## config.mk

```make
export PLATFORM = sky130hd
export DESIGN_NAME = csw_ctrl
export DESIGN_NICKNAME = d
export VERILOG_FILES = /design/src/common/csw_pkg.sv /design/src/csw_ctrl.sv
export SDC_FILE = /design/constraint.sdc
export NUM_CORES = 1
export LEC_CHECK = 0
export ABC_AREA = 1
export CAP_MARGIN = 20
export CORE_UTILIZATION = 35
export CTS_BUF_LIST = sky130_fd_sc_hd__clkbuf_16
export CTS_CLUSTER_DIAMETER = 150
export DETAILED_ROUTE_END_ITERATION = 12
export DONT_BUFFER_PORTS = 1
export GPL_ROUTABILITY_DRIVEN = 0
export GPL_TIMING_DRIVEN = 0
export SETUP_SLACK_MARGIN = 0.3
export SYNTH_ARGS = -nofsm -noshare
export SYNTH_HDL_FRONTEND = slang
export SYNTH_SLANG_ARGS = --single-unit
```

## constraint.sdc

```tcl
create_clock -name sys_clk -period 3.1 [get_ports sys_clk]
set_input_delay 0.155 -clock sys_clk [delete_from_list [all_inputs] [get_ports sys_clk]]
set_output_delay 0.155 -clock sys_clk [all_outputs]
set_load 0.02 [all_outputs]
```

## src/common/csw_pkg.sv

```systemverilog
// constants and carrier types for the comparator shot/window control block
// assumes a 32-bit classic wishbone bus with byte addresses on 8 bits
package csw_pkg;
   // ==========================================================
   // sizes
   localparam int unsigned NCMP     = 2;
   localparam int unsigned AW       = 8;
   localparam int unsigned SCALER_W = 6;   // 64 supply levels
   // ==========================================================
   // register byte offsets
   localparam logic [7:0] OFS_CTRL0   = 8'h00;
   localparam logic [7:0] OFS_CTRL1   = 8'h04;
   localparam logic [7:0] OFS_START   = 8'h08;
   localparam logic [7:0] OFS_EVCTL   = 8'h0C;
   localparam logic [7:0] OFS_WINCTL  = 8'h10;
   localparam logic [7:0] OFS_STAT1   = 8'h14;
   localparam logic [7:0] OFS_STAT2   = 8'h18;
   localparam logic [7:0] OFS_SCALER0 = 8'h1C;
   localparam logic [7:0] OFS_SCALER1 = 8'h20;
   // ==========================================================
   // field positions
   localparam int unsigned BIT_TRIG_EN = 0;  // event_control [1:0]
   localparam int unsigned BIT_CMP_EO  = 4;  // event_control [5:4]
   localparam int unsigned BIT_WIN_EO  = 6;  // event_control [6]
   localparam int unsigned BIT_WSTATE  = 4;  // status_first [5:4]
   // ==========================================================
   // codes and reset values
   localparam logic [2:0]  NEG_SCALER  = 3'h5;
   localparam logic [2:0]  POS_SCALER  = 3'h4;
   localparam logic [1:0]  IRQ_TOGGLE  = 2'h0;
   localparam logic [1:0]  IRQ_RISE    = 2'h1;
   localparam logic [1:0]  IRQ_FALL    = 2'h2;
   localparam logic [1:0]  IRQ_EOC     = 2'h3;
   localparam logic [1:0]  WIN_ABOVE   = 2'h0;
   localparam logic [1:0]  WIN_INSIDE  = 2'h1;
   localparam logic [1:0]  WIN_BELOW   = 2'h2;
   localparam logic [1:0]  WIN_OUTSIDE = 2'h3;  // interrupt select only
   localparam logic [31:0] RST_WORD    = 32'h0000_0000;
   // ==========================================================
   // comparator_control layout, bit 0 upward from the right
   typedef struct packed {
      logic [17:0] rsvd_hi;
      logic [2:0]  neg_sel;
      logic        rsvd_lo;
      logic [2:0]  pos_sel;
      logic [1:0]  irq_sel;
      logic [1:0]  speed;
      logic        hyst;
      logic        single;
      logic        enable;
   } csw_cctl_s;
   // window_control layout
   typedef struct packed {
      logic [28:0] rsvd;
      logic [1:0]  irq_sel;
      logic        enable;
   } csw_wctl_s;
   typedef enum logic [1:0] {CS_OFF, CS_WARM, CS_RUN} csw_cstate_e;
endpackage : csw_pkg

```

## src/csw_ctrl.sv

```systemverilog
// control logic for a pair of analog comparators with single-shot and window modes
// assumes comparator outputs and start-up done flags arrive synchronous to sys_clk
//
// Function
// - single bit set: idle until started
// - start enables, one compare, update, events
// - start clears ready; finish sets ready
// - enabled trigger event starts like software
// - outside window, own event only
// - edge uses previous measurement result
// - sleep trigger requests clock, then releases it
// - pos select pins, neg select pins/references
// - window enable pairs comparators into range
// - window state readable in status_first
// - window irq: below, above, enter, leave
// - window event follows inside state
// - comparators keep own outputs in window
// - window single-shot: either start starts both
// - scaler on when enabled and selected
// - hysteresis only in continuous mode
// - speed field selects bias current
// - single clear: continuous, state always fresh
// - output ignored until start-up done
// - window irq select is two bits
//
// Chosen here: the Wishbone interface to the registers and the register offsets.
module csw_ctrl
   import csw_pkg::*;
(
   input  wire logic                     sys_clk,
   input  wire logic                     reset_n,
   input  wire logic                     wb_cyc,
   input  wire logic                     wb_stb,
   input  wire logic                     wb_we,
   input  wire logic [AW-1:0]            wb_adr,
   input  wire logic [3:0]               wb_sel,
   input  wire logic [31:0]              wb_dat_w,
   output logic      [31:0]              wb_dat_r,
   output logic                          wb_ack,
   input  wire logic [NCMP-1:0]          cmp_out,
   input  wire logic [NCMP-1:0]          startup_done,
   input  wire logic [NCMP-1:0]          evt_start,
   input  wire logic                     sleep_mode,
   input  wire logic                     wake_enable,
   output logic      [NCMP-1:0]          cmp_enable,
   output logic      [NCMP-1:0][2:0]     pos_sel,
   output logic      [NCMP-1:0][2:0]     neg_sel,
   output logic      [NCMP-1:0][1:0]     speed_sel,
   output logic      [NCMP-1:0]          hyst_on,
   output logic      [NCMP-1:0]          scaler_en,
   output logic      [NCMP-1:0][SCALER_W-1:0] scaler_val,
   output logic      [NCMP-1:0]          evt_cmp,
   output logic                          evt_win,
   output logic      [NCMP-1:0]          cmp_irq,
   output logic                          win_irq,
   output logic                          clk_req,
   output logic                          wake_req
);
   // ==========================================================
   // registers
   csw_cctl_s                     cctl_reg [NCMP];
   csw_wctl_s                     wctl_reg;
   logic [6:0]                    evctl_reg;
   logic [NCMP-1:0][SCALER_W-1:0] scaler_reg;
   csw_cstate_e                   cst_reg [NCMP];
   csw_cstate_e                   cst_next [NCMP];
   logic [NCMP-1:0]               state_reg;
   logic [NCMP-1:0]               ready_reg;
   logic [1:0]                    wstate_reg;

   // merge a written word into a register under the byte enables
   function automatic logic [31:0] csw_merge(input logic [31:0] old_w, input logic [31:0] new_w,
                                             input logic [3:0] sel);
      logic [31:0] res;
      res = old_w;
      for (int b = 0; b < 4; b++) begin
         if (sel[b]) begin
            res[8*b +: 8] = new_w[8*b +: 8];
         end
      end
      return res;
   endfunction : csw_merge

   // ==========================================================
   // bus decode: ack one cycle after the request, write lands at the acked edge
   wire logic acc       = wb_cyc & wb_stb;
   wire logic wr_fire   = acc & wb_we & wb_ack;
   wire logic hit_ctrl0 = (wb_adr == OFS_CTRL0);
   wire logic hit_ctrl1 = (wb_adr == OFS_CTRL1);
   wire logic hit_start = (wb_adr == OFS_START);
   wire logic hit_evctl = (wb_adr == OFS_EVCTL);
   wire logic hit_wctl  = (wb_adr == OFS_WINCTL);
   wire logic hit_stat1 = (wb_adr == OFS_STAT1);
   wire logic hit_stat2 = (wb_adr == OFS_STAT2);
   wire logic hit_scl0  = (wb_adr == OFS_SCALER0);
   wire logic hit_scl1  = (wb_adr == OFS_SCALER1);

   // read mux; the start register is write-only and reads as zero, as do holes
   wire logic [31:0] stat1_word = 32'({wstate_reg, 2'b00, state_reg});
   wire logic [31:0] rd_word =
      hit_ctrl0 ? 32'(cctl_reg[0]) :
      hit_ctrl1 ? 32'(cctl_reg[1]) :
      hit_evctl ? 32'(evctl_reg) :
      hit_wctl  ? 32'(wctl_reg) :
      hit_stat1 ? stat1_word :
      hit_stat2 ? 32'(ready_reg) :
      hit_scl0  ? 32'(scaler_reg[0]) :
      hit_scl1  ? 32'(scaler_reg[1]) : RST_WORD;

   wire logic [31:0] wr_ctrl0 = csw_merge(32'(cctl_reg[0]), wb_dat_w, wb_sel);
   wire logic [31:0] wr_ctrl1 = csw_merge(32'(cctl_reg[1]), wb_dat_w, wb_sel);
   wire logic [31:0] wr_evctl = csw_merge(32'(evctl_reg), wb_dat_w, wb_sel);
   wire logic [31:0] wr_wctl  = csw_merge(32'(wctl_reg), wb_dat_w, wb_sel);
   wire logic [31:0] wr_scl0  = csw_merge(32'(scaler_reg[0]), wb_dat_w, wb_sel);
   wire logic [31:0] wr_scl1  = csw_merge(32'(scaler_reg[1]), wb_dat_w, wb_sel);

   // ==========================================================
   // start requests; a zero written to a start bit does nothing
   wire logic [NCMP-1:0] sw_start = (wr_fire & hit_start & wb_sel[0]) ? wb_dat_w[NCMP-1:0]
                                                                         : '0;
   wire logic [NCMP-1:0] req      = sw_start | (evt_start & evctl_reg[BIT_TRIG_EN +: NCMP]);
   wire logic            win_shot = wctl_reg.enable & cctl_reg[0].single & cctl_reg[1].single;
   // in window single-shot either request starts both, else each its own
   wire logic [NCMP-1:0] go       = win_shot ? {NCMP{|req}} : req;

   logic [NCMP-1:0] accept;
   logic [NCMP-1:0] sample;
   logic [NCMP-1:0] changed;
   logic [NCMP-1:0] irq_cond;
   logic [NCMP-1:0] state_next;
   logic [NCMP-1:0] active_next;
   logic [NCMP-1:0] scl_sel;

   // ==========================================================
   // per comparator sequencing
   for (genvar i = 0; i < NCMP; i++) begin : g_cmp
      // a shot is taken only from idle, so a start during a running shot is dropped
      assign accept[i] = go[i] & cctl_reg[i].enable & cctl_reg[i].single
                         & (cst_reg[i] == CS_OFF);
      // nothing is sampled before the measured start-up time has passed
      assign sample[i] = ((cst_reg[i] == CS_WARM) & startup_done[i])
                         | (cst_reg[i] == CS_RUN);
      assign cst_next[i] = !cctl_reg[i].enable ? CS_OFF :
                           (cst_reg[i] == CS_OFF) ?
                              ((accept[i] | !cctl_reg[i].single) ? CS_WARM : CS_OFF) :
                           ((cst_reg[i] == CS_WARM) & startup_done[i]) ?
                              (cctl_reg[i].single ? CS_OFF : CS_RUN) :
                           cst_reg[i];
      assign state_next[i]  = sample[i] ? cmp_out[i] : state_reg[i];
      // edge taken against the previous result, one sampling period back
      assign changed[i]     = sample[i] & (cmp_out[i] ^ state_reg[i]);
      assign irq_cond[i]    = (cctl_reg[i].irq_sel == IRQ_TOGGLE) ? changed[i] :
                              (cctl_reg[i].irq_sel == IRQ_RISE)   ? changed[i] & cmp_out[i] :
                              (cctl_reg[i].irq_sel == IRQ_FALL)   ? changed[i] & ~cmp_out[i] :
                              sample[i];
      assign active_next[i] = (cst_next[i] != CS_OFF);
      assign scl_sel[i]     = (cctl_reg[i].neg_sel == NEG_SCALER)
                              | (cctl_reg[i].pos_sel == POS_SCALER);

      // assertions for this comparator
      start_clears_ready_a: assert property (@(posedge sys_clk) disable iff (!reset_n)
         accept[i] |=> !ready_reg[i]) else $error("start did not clear ready");
      shot_sets_ready_a: assert property (@(posedge sys_clk) disable iff (!reset_n)
         sample[i] |=> ready_reg[i]) else $error("ready not set after compare");
      single_one_shot_a: assert property (@(posedge sys_clk) disable iff (!reset_n)
         (cst_reg[i] == CS_WARM && startup_done[i] && cctl_reg[i].single && cctl_reg[i].enable)
         |=> cst_reg[i] == CS_OFF ##1 cst_reg[i] == CS_OFF || $past(accept[i]))
         else $error("single shot did more than one compare");
      result_latch_a: assert property (@(posedge sys_clk) disable iff (!reset_n)
         sample[i] |=> state_reg[i] == $past(cmp_out[i])) else $error("result not stored");
      startup_hold_a: assert property (@(posedge sys_clk) disable iff (!reset_n)
         (cst_reg[i] != CS_RUN && !(cst_reg[i] == CS_WARM && startup_done[i]))
         |=> $stable(state_reg[i])) else $error("state changed before start-up");
      busy_ignore_a: assert property (@(posedge sys_clk) disable iff (!reset_n)
         (cst_reg[i] == CS_WARM && !startup_done[i] && cctl_reg[i].enable && cctl_reg[i].single && go[i])
         |=> !ready_reg[i] && cst_reg[i] == CS_WARM) else $error("start taken while busy");
      scaler_gate_a: assert property (@(posedge sys_clk) disable iff (!reset_n)
         !cctl_reg[i].enable |=> !scaler_en[i] && !cmp_enable[i]) else $error("scaler on");
      hyst_cont_a: assert property (@(posedge sys_clk) disable iff (!reset_n)
         cctl_reg[i].single |=> !hyst_on[i]) else $error("hysteresis in single-shot");
   end : g_cmp

   // ==========================================================
   // window evaluation: inside when the two results differ, either limit order works
   wire logic [1:0] wstate_next = (state_next[0] ^ state_next[1]) ? WIN_INSIDE :
                                  state_next[0] ? WIN_ABOVE : WIN_BELOW;
   wire logic       wchg        = wctl_reg.enable & (wstate_next != wstate_reg);
   wire logic       win_cond    =
      (wctl_reg.irq_sel == WIN_ABOVE)  ? wchg & (wstate_next == WIN_ABOVE) :
      (wctl_reg.irq_sel == WIN_INSIDE) ? wchg & (wstate_next == WIN_INSIDE) :
      (wctl_reg.irq_sel == WIN_BELOW)  ? wchg & (wstate_next == WIN_BELOW) :
      wchg & (wstate_reg == WIN_INSIDE);

   // ==========================================================
   // bus answer
   always_ff @(posedge sys_clk or negedge reset_n) begin
      if (!reset_n) begin
         wb_ack   <= 1'b0;
         wb_dat_r <= RST_WORD;
      end else begin
         wb_ack   <= acc & ~wb_ack;
         wb_dat_r <= (acc & ~wb_ack) ? rd_word : wb_dat_r;
      end
   end

   // software registers; selects are written whenever addressed, whether the comparator is on or off
   always_ff @(posedge sys_clk or negedge reset_n) begin
      if (!reset_n) begin
         cctl_reg   <= '{default: '0};
         wctl_reg   <= '0;
         evctl_reg  <= '0;
         scaler_reg <= '0;
      end else if (wr_fire) begin
         if (hit_ctrl0) cctl_reg[0]   <= csw_cctl_s'(wr_ctrl0);
         if (hit_ctrl1) cctl_reg[1]   <= csw_cctl_s'(wr_ctrl1);
         if (hit_evctl) evctl_reg     <= wr_evctl[6:0];
         if (hit_wctl)  wctl_reg      <= csw_wctl_s'({29'h0, wr_wctl[2:0]});
         if (hit_scl0)  scaler_reg[0] <= wr_scl0[SCALER_W-1:0];
         if (hit_scl1)  scaler_reg[1] <= wr_scl1[SCALER_W-1:0];
      end
   end

   // ==========================================================
   // comparator state, ready flags and analog controls
   always_ff @(posedge sys_clk or negedge reset_n) begin
      if (!reset_n) begin
         cst_reg    <= '{default: CS_OFF};
         state_reg  <= '0;
         ready_reg  <= '0;
         cmp_enable <= '0;
         hyst_on    <= '0;
         scaler_en  <= '0;
         pos_sel    <= '0;
         neg_sel    <= '0;
         speed_sel  <= '0;
         scaler_val <= '0;
         evt_cmp    <= '0;
         cmp_irq    <= '0;
      end else begin
         for (int i = 0; i < NCMP; i++) begin
            cst_reg[i]    <= cst_next[i];
            // set from a finished compare, cleared by an accepted start
            ready_reg[i]  <= sample[i] | (ready_reg[i] & ~accept[i]);
            hyst_on[i]    <= cctl_reg[i].enable & cctl_reg[i].hyst & ~cctl_reg[i].single;
            pos_sel[i]    <= cctl_reg[i].pos_sel;
            neg_sel[i]    <= cctl_reg[i].neg_sel;
            speed_sel[i]  <= cctl_reg[i].speed;
            scaler_val[i] <= scaler_reg[i];
            evt_cmp[i]    <= state_next[i] & evctl_reg[BIT_CMP_EO + i];
         end
         state_reg  <= state_next;
         cmp_enable <= active_next;
         scaler_en  <= active_next & scl_sel;
         cmp_irq    <= irq_cond;
      end
   end

   // ==========================================================
   // window state, window event and clock request toward the power manager
   always_ff @(posedge sys_clk or negedge reset_n) begin
      if (!reset_n) begin
         wstate_reg <= WIN_BELOW;
         evt_win    <= 1'b0;
         win_irq    <= 1'b0;
         clk_req    <= 1'b0;
         wake_req   <= 1'b0;
      end else begin
         wstate_reg <= wctl_reg.enable ? wstate_next : wstate_reg;
         // follows the inside state with or without the interrupt selected
         evt_win    <= wctl_reg.enable & evctl_reg[BIT_WIN_EO]
                       & (wstate_next == WIN_INSIDE);
         win_irq    <= win_cond;
         // clock held only while a comparator runs; dropped after a lone shot
         clk_req    <= |active_next;
         wake_req   <= sleep_mode & wake_enable & (|irq_cond | win_cond);
      end
   end

   // ==========================================================
   // pair-level checks
   win_both_start_a: assert property (@(posedge sys_clk) disable iff (!reset_n)
      (win_shot && |req && accept[0] && cctl_reg[1].enable && cst_reg[1] == CS_OFF)
      |=> cst_reg[0] != CS_OFF && cst_reg[1] != CS_OFF) else $error("window pair not started");
   win_event_a: assert property (@(posedge sys_clk) disable iff (!reset_n)
      ($past(wctl_reg.enable && evctl_reg[BIT_WIN_EO]) && wstate_reg == WIN_INSIDE) |-> evt_win)
      else $error("window event lost");
   start_reads_zero_a: assert property (@(posedge sys_clk) disable iff (!reset_n)
      (wb_ack && hit_start && !wb_we) |-> wb_dat_r == RST_WORD) else $error("start read nonzero");
endmodule : csw_ctrl

```

# Yosys cells after proc, flatten, opt, wreduce, memory -nomap -nowiden
# Cells that the tools add are included.
# classes
eq_ne	26
mux	33
reduce_logical	26
bitwise	61
# op_table
operator	n
32-bit 2-to-1 mux	2
1-bit AND	39
3-bit AND reduction	12
8-bit by 5-bit == test with 1-bit output (second input constant)	4
6-bit 2-to-1 mux	5
2-bit 2-to-1 mux	12
8-bit by 4-bit == test with 1-bit output (second input constant)	2
2-bit by 1-bit == test with 1-bit output (second input constant)	7
1-bit 2-to-1 mux	13
2-bit == test (second input constant)	6
3-bit == test (second input constant)	4
2-bit logical NOT	6
1-bit OR	9
8-bit by 3-bit == test with 1-bit output (second input constant)	1
8-bit by 6-bit == test with 1-bit output (second input constant)	1
8-bit logical NOT	1
7-bit 2-to-1 mux	1
1-bit inverter	7
2-bit OR reduction	3
2-bit AND	2
2-bit nonzero test	2
1-bit XOR	3
1-bit logical NOT	2
2-bit != test	1
2-bit OR	1
# totals
reg_bits	171
wordCells	199
output_inout_bits	75
in_bits	57

# Longest topological paths before layout
# depth
depth_word	18
mapped_depth	13
ltp_nobuf	13

# Worst setup path before layout
# OpenSTA, ideal clock, no wires.
# synth_timing
path_kind	register -> register
start	register cst_reg[2] in the netlist's numbering
end	register wake_req
path_buffers	0
path_stages_with_launch	11
period_less_slack_ns	1.915
setup_slack_ns	1.185
setup_ns	0.121
arrival_time_ns	1.794
required_ns	2.979
path_cell_list	dfrtp_1 > nand3_1 > o21ai_0 > o21ai_0 > ha_1 > inv_1 > nor2_1 > o31ai_1 > nor2_1 > nor3_1 > nor2_1
# synth_between
elab_chain_len	14
word_cells_on_any_way	29
classes_between	5 x eq/ne; 9 x mux; 13 x bitwise; 2 x reduce/logical
# synth_rtl
item	line	text
start, declared	csw_ctrl.sv:65	csw_cstate_e cst_reg [NCMP];
start signal, assigned by index	csw_ctrl.sv:241	cst_reg[i] <= cst_next[i];
2-bit by 1-bit == test with 1-bit output	csw_ctrl.sv:141	assign sample[i] = ((cst_reg[i] == CS_WARM) & startup_done[i])
1-bit AND	csw_ctrl.sv:141	
1-bit OR (*)	csw_ctrl.sv:142	| (cst_reg[i] == CS_RUN);
1-bit 2-to-1 mux (*)	csw_ctrl.sv:149	assign state_next[i] = sample[i] ? cmp_out[i] : state_reg[i];
1-bit XOR (*)	csw_ctrl.sv:185	wire logic [1:0] wstate_next = (state_next[0] ^ state_next[1]) ? WIN_INSIDE :
2-bit 2-to-1 mux (*)	csw_ctrl.sv:185	
named net wstate_next[0]	csw_ctrl.sv:185	
2-bit != test	csw_ctrl.sv:187	wire logic wchg = wctl_reg.enable & (wstate_next != wstate_reg);
1-bit AND	csw_ctrl.sv:187	
1-bit AND, on equally long branches	csw_ctrl.sv:192, csw_ctrl.sv:191	
1-bit 2-to-1 mux	csw_ctrl.sv:191	(wctl_reg.irq_sel == WIN_BELOW) ? wchg & (wstate_next == WIN_BELOW) :
1-bit 2-to-1 mux	csw_ctrl.sv:190	(wctl_reg.irq_sel == WIN_INSIDE) ? wchg & (wstate_next == WIN_INSIDE) :
1-bit 2-to-1 mux (*)	csw_ctrl.sv:189	(wctl_reg.irq_sel == WIN_ABOVE) ? wchg & (wstate_next == WIN_ABOVE) :
named net win_cond	csw_ctrl.sv:188	wire logic win_cond =
1-bit OR (*)	csw_ctrl.sv:275	wake_req <= sleep_mode & wake_enable & (|irq_cond | win_cond);
1-bit AND (*)	csw_ctrl.sv:275	
end signal, assigned	csw_ctrl.sv:275	
end, declared	csw_ctrl.sv:57	output logic wake_req
# Mark *: on every way through the listed nets, which the timed path passes. The rest lies on a longest branch.
# A chain may end at the register's enable or synchronous reset.

# Worst setup path in the final report
# Same ends and word-level chain as after synthesis.

==> results.toml <==
[critical_path]
end_kind = "register"
startpoint_type = "register"
rrSetupSlack_ns = 0.83
worst_ep_required_time_ns = 3.42
crit_start = "cst_reg[2]"
endpoint = "wake_req"
reg2reg_to = "wake_req"
reg2reg_from = "cst_reg[2]"
reg2regPathDepth = 9
worstSetupPathType = "reg2reg"
cp_max_fo = 4
cp.arrival_ns = 2.58

[global_route]
grtUsageTotal = 0.182
antenna_found_initial = 0
grt_pass1_vias = 5174
overflow = 0
grt_max_degree = 172
grt_pass1_wl_mm = 27.8

[clock_network]
cts_made_buffers = 17
cts-htree-levels = 4
clock_latency_ns = 0.43
clockBufferDepth = 2
clkSlewWorstSetupHoldPaths_ns = 0.07
clockRootBuffer = "clkbuf_16"
postCtsSetupBuffers = 0
cts_tree = "built"
cts_sinks = 171
cts_hold_buf = 36
cts_resized = 0

[floorplanning]
core-area_sq_um = 19000
dieHeight_um = 142
start_util = 0.363
die_x_um = 142
io_pins = 132
row_count = 50
die-area_sq_um = 20300

[final_layout]
diodes = 0
drive_above_1_share = 0.0706
largest_register_ffs = 64
finish.instance_area_sq_um = 8180
stdcell_count = 1082
post-route-util = 0.430
fin_nets = 869
area_growth_pct = 18.6

[yosys]
synth_top_area_frac = 0.616
synth_adder_area_share = 0.00544
synth.mux.area_fraction = 0
synth_area_leaders = "dfrtp_1, nand2_1, o21ai_0"
synth_compound_area_frac = 0.128
syn-num-nets = 814
ys_ff_latch = 171
synthSimpleGateAreaFrac = 0.175
synthXorXnorAreaFrac = 0.00127
synth_cells = 754
synth_top_family_by_area = "simple AND/OR/NAND/NOR gates"
syn-cell-area_sq_um = 6900
synth.distinct_cells = 30
synth_area_leader_cell = "dfrtp_1"
syn_area_per_cell_sq_um = 9.16
ys_warn_count = 0
yosysSeqAreaShare = 0.620

[route]
dr.first_iter.drc_count = 323
vias = 5171
finalWirelength_mm = 17.5
routedWlPerCell_um = 16.2
drt.antenna.violating_nets = 0
first_pass_iters = 5
drt-vias-per-instance = 4.78
drcViolationCount = 0

[placement]
dp_slack_ns = 0.827
dpl.cell_count = 1014
place_area_sq_um = 7230
dp.final_hpwl_mm = 12.1
io_buffers = 0

[timing]
slew_headroom = 0.605
maxSlewViolCount = 0
fmax_mhz = 441
fin_ws_ns = 0.832
holdWs_ns = -0.573
finalCriticalPeriod_ns = 2.27
worst_slew_pin_slew_ns = 0.592
finalSetupTns_ns = 0
rsz0062_at_grt = "false"
setup_viol_count_final = 0
hold_viol = 171
post-route-period-util = 0.732
finClkSkew_ns = 0.0103

[power]
power_mw = 4.71
total_leakage_power_nw = 3.98
p_per_area_nw_per_um2 = 576
vdd_drop_max_uv = 390

[run]
max_cap_violations = 0

[status]
outcome = "finished, violations left"
violations = "negative hold slack"

[min_path]
hold_path.class = "in2async"
-- power breakdown --
group	switching [mW]	leakage [nW]	internal, mW
Sequential	0.121	2.31	2.29
Combinational	0.0956	1.38	0.0769
Clock	1.04	0.290	1.09
-- final cells by class --
class / instances / area, sq um
fill: 1857 / 10800
buffer: 24 / 146
tap: 260 / 325
multi-input combinational: 469 / 2140
sequential: 171 / 4280
timing repair buffer: 36 / 360
clock buffer: 17 / 425
clock inverter: 15 / 170
inverter: 90 / 338
-- how the worst min path moves through the flow --
stage            start             to  slack [ns]  depth (start not counted)
6_report       reset_n  scaler_val[4]       -0.57                          0
5_1_grt        reset_n  scaler_val[4]       -0.59                          0
4_1_cts        reset_n  scaler_val[4]       -0.59                          0
3_5_place_dp   reset_n  scaler_val[4]       -0.13                          0
3_3_place_gp   reset_n  scaler_val[4]       -0.13                          0
2_1_floorplan  reset_n    cctl_reg[0]       -0.14                          0
-- cells in the mapped netlist (all sizes together) --
cell     count
nand2      198
dfrtp      170
o21ai       98
inv         90
nor2        66
a21oi       61
buf         18
nand3       18
clkbuf       6
nand4        5
nor3         5
a221oi       3
ha           3
nand3b       3
a21boi       2
a31oi        1
dfstp        1
o2111ai      1
o211a        1
o211ai       1
o22ai        1
o31ai        1
xor2         1
-- cell usage in the layout (no fill, tap or decap), drive strengths merged, types with 4 or more instances in the layout --
cell / n
nand4: 5
dfrtp: 170
clkbuf: 23
inv: 100
o21ai: 98
nand3: 18
nor3: 5
clkinv: 4
nand2: 198
dlygate4sd3: 36
buf: 18
nor2: 66
a21oi: 61
-- per-layer routing --
metal | up-vias | part of all wire | global-route usage
met1 | 2487 | 0.45 | 0.240
met4 | 0 | 0.021 | 0.0758
met5 | - | 0 | 0
li1 | 2527 | - | -
met2 | 132 | 0.47 | 0.285
met3 | 25 | 0.061 | 0.0485
-- cells by family (layout without fill, tap and decap cells) --
kind of cell | count (synthesis) | in the layout
xor+xnor | 1 | 1
buf+inv | 114 | 182
fa+ha+maj | 3 | 3
simple gates | 295 | 295
flops | 171 | 171
compound gates | 170 | 170
-- worst max-delay path: stages, from the launching register on --
cell and delay, ns:
dfrtp_1 0.41, o21ai_0 0.40, o21ai_0 0.29, ha_1 0.39, inv_1 0.08, nor2_1 0.04
o31ai_1 0.24, nor2_1 0.10, nor3_1 0.15, nor2_1 0.05
(Power assumes the default switching activity.)
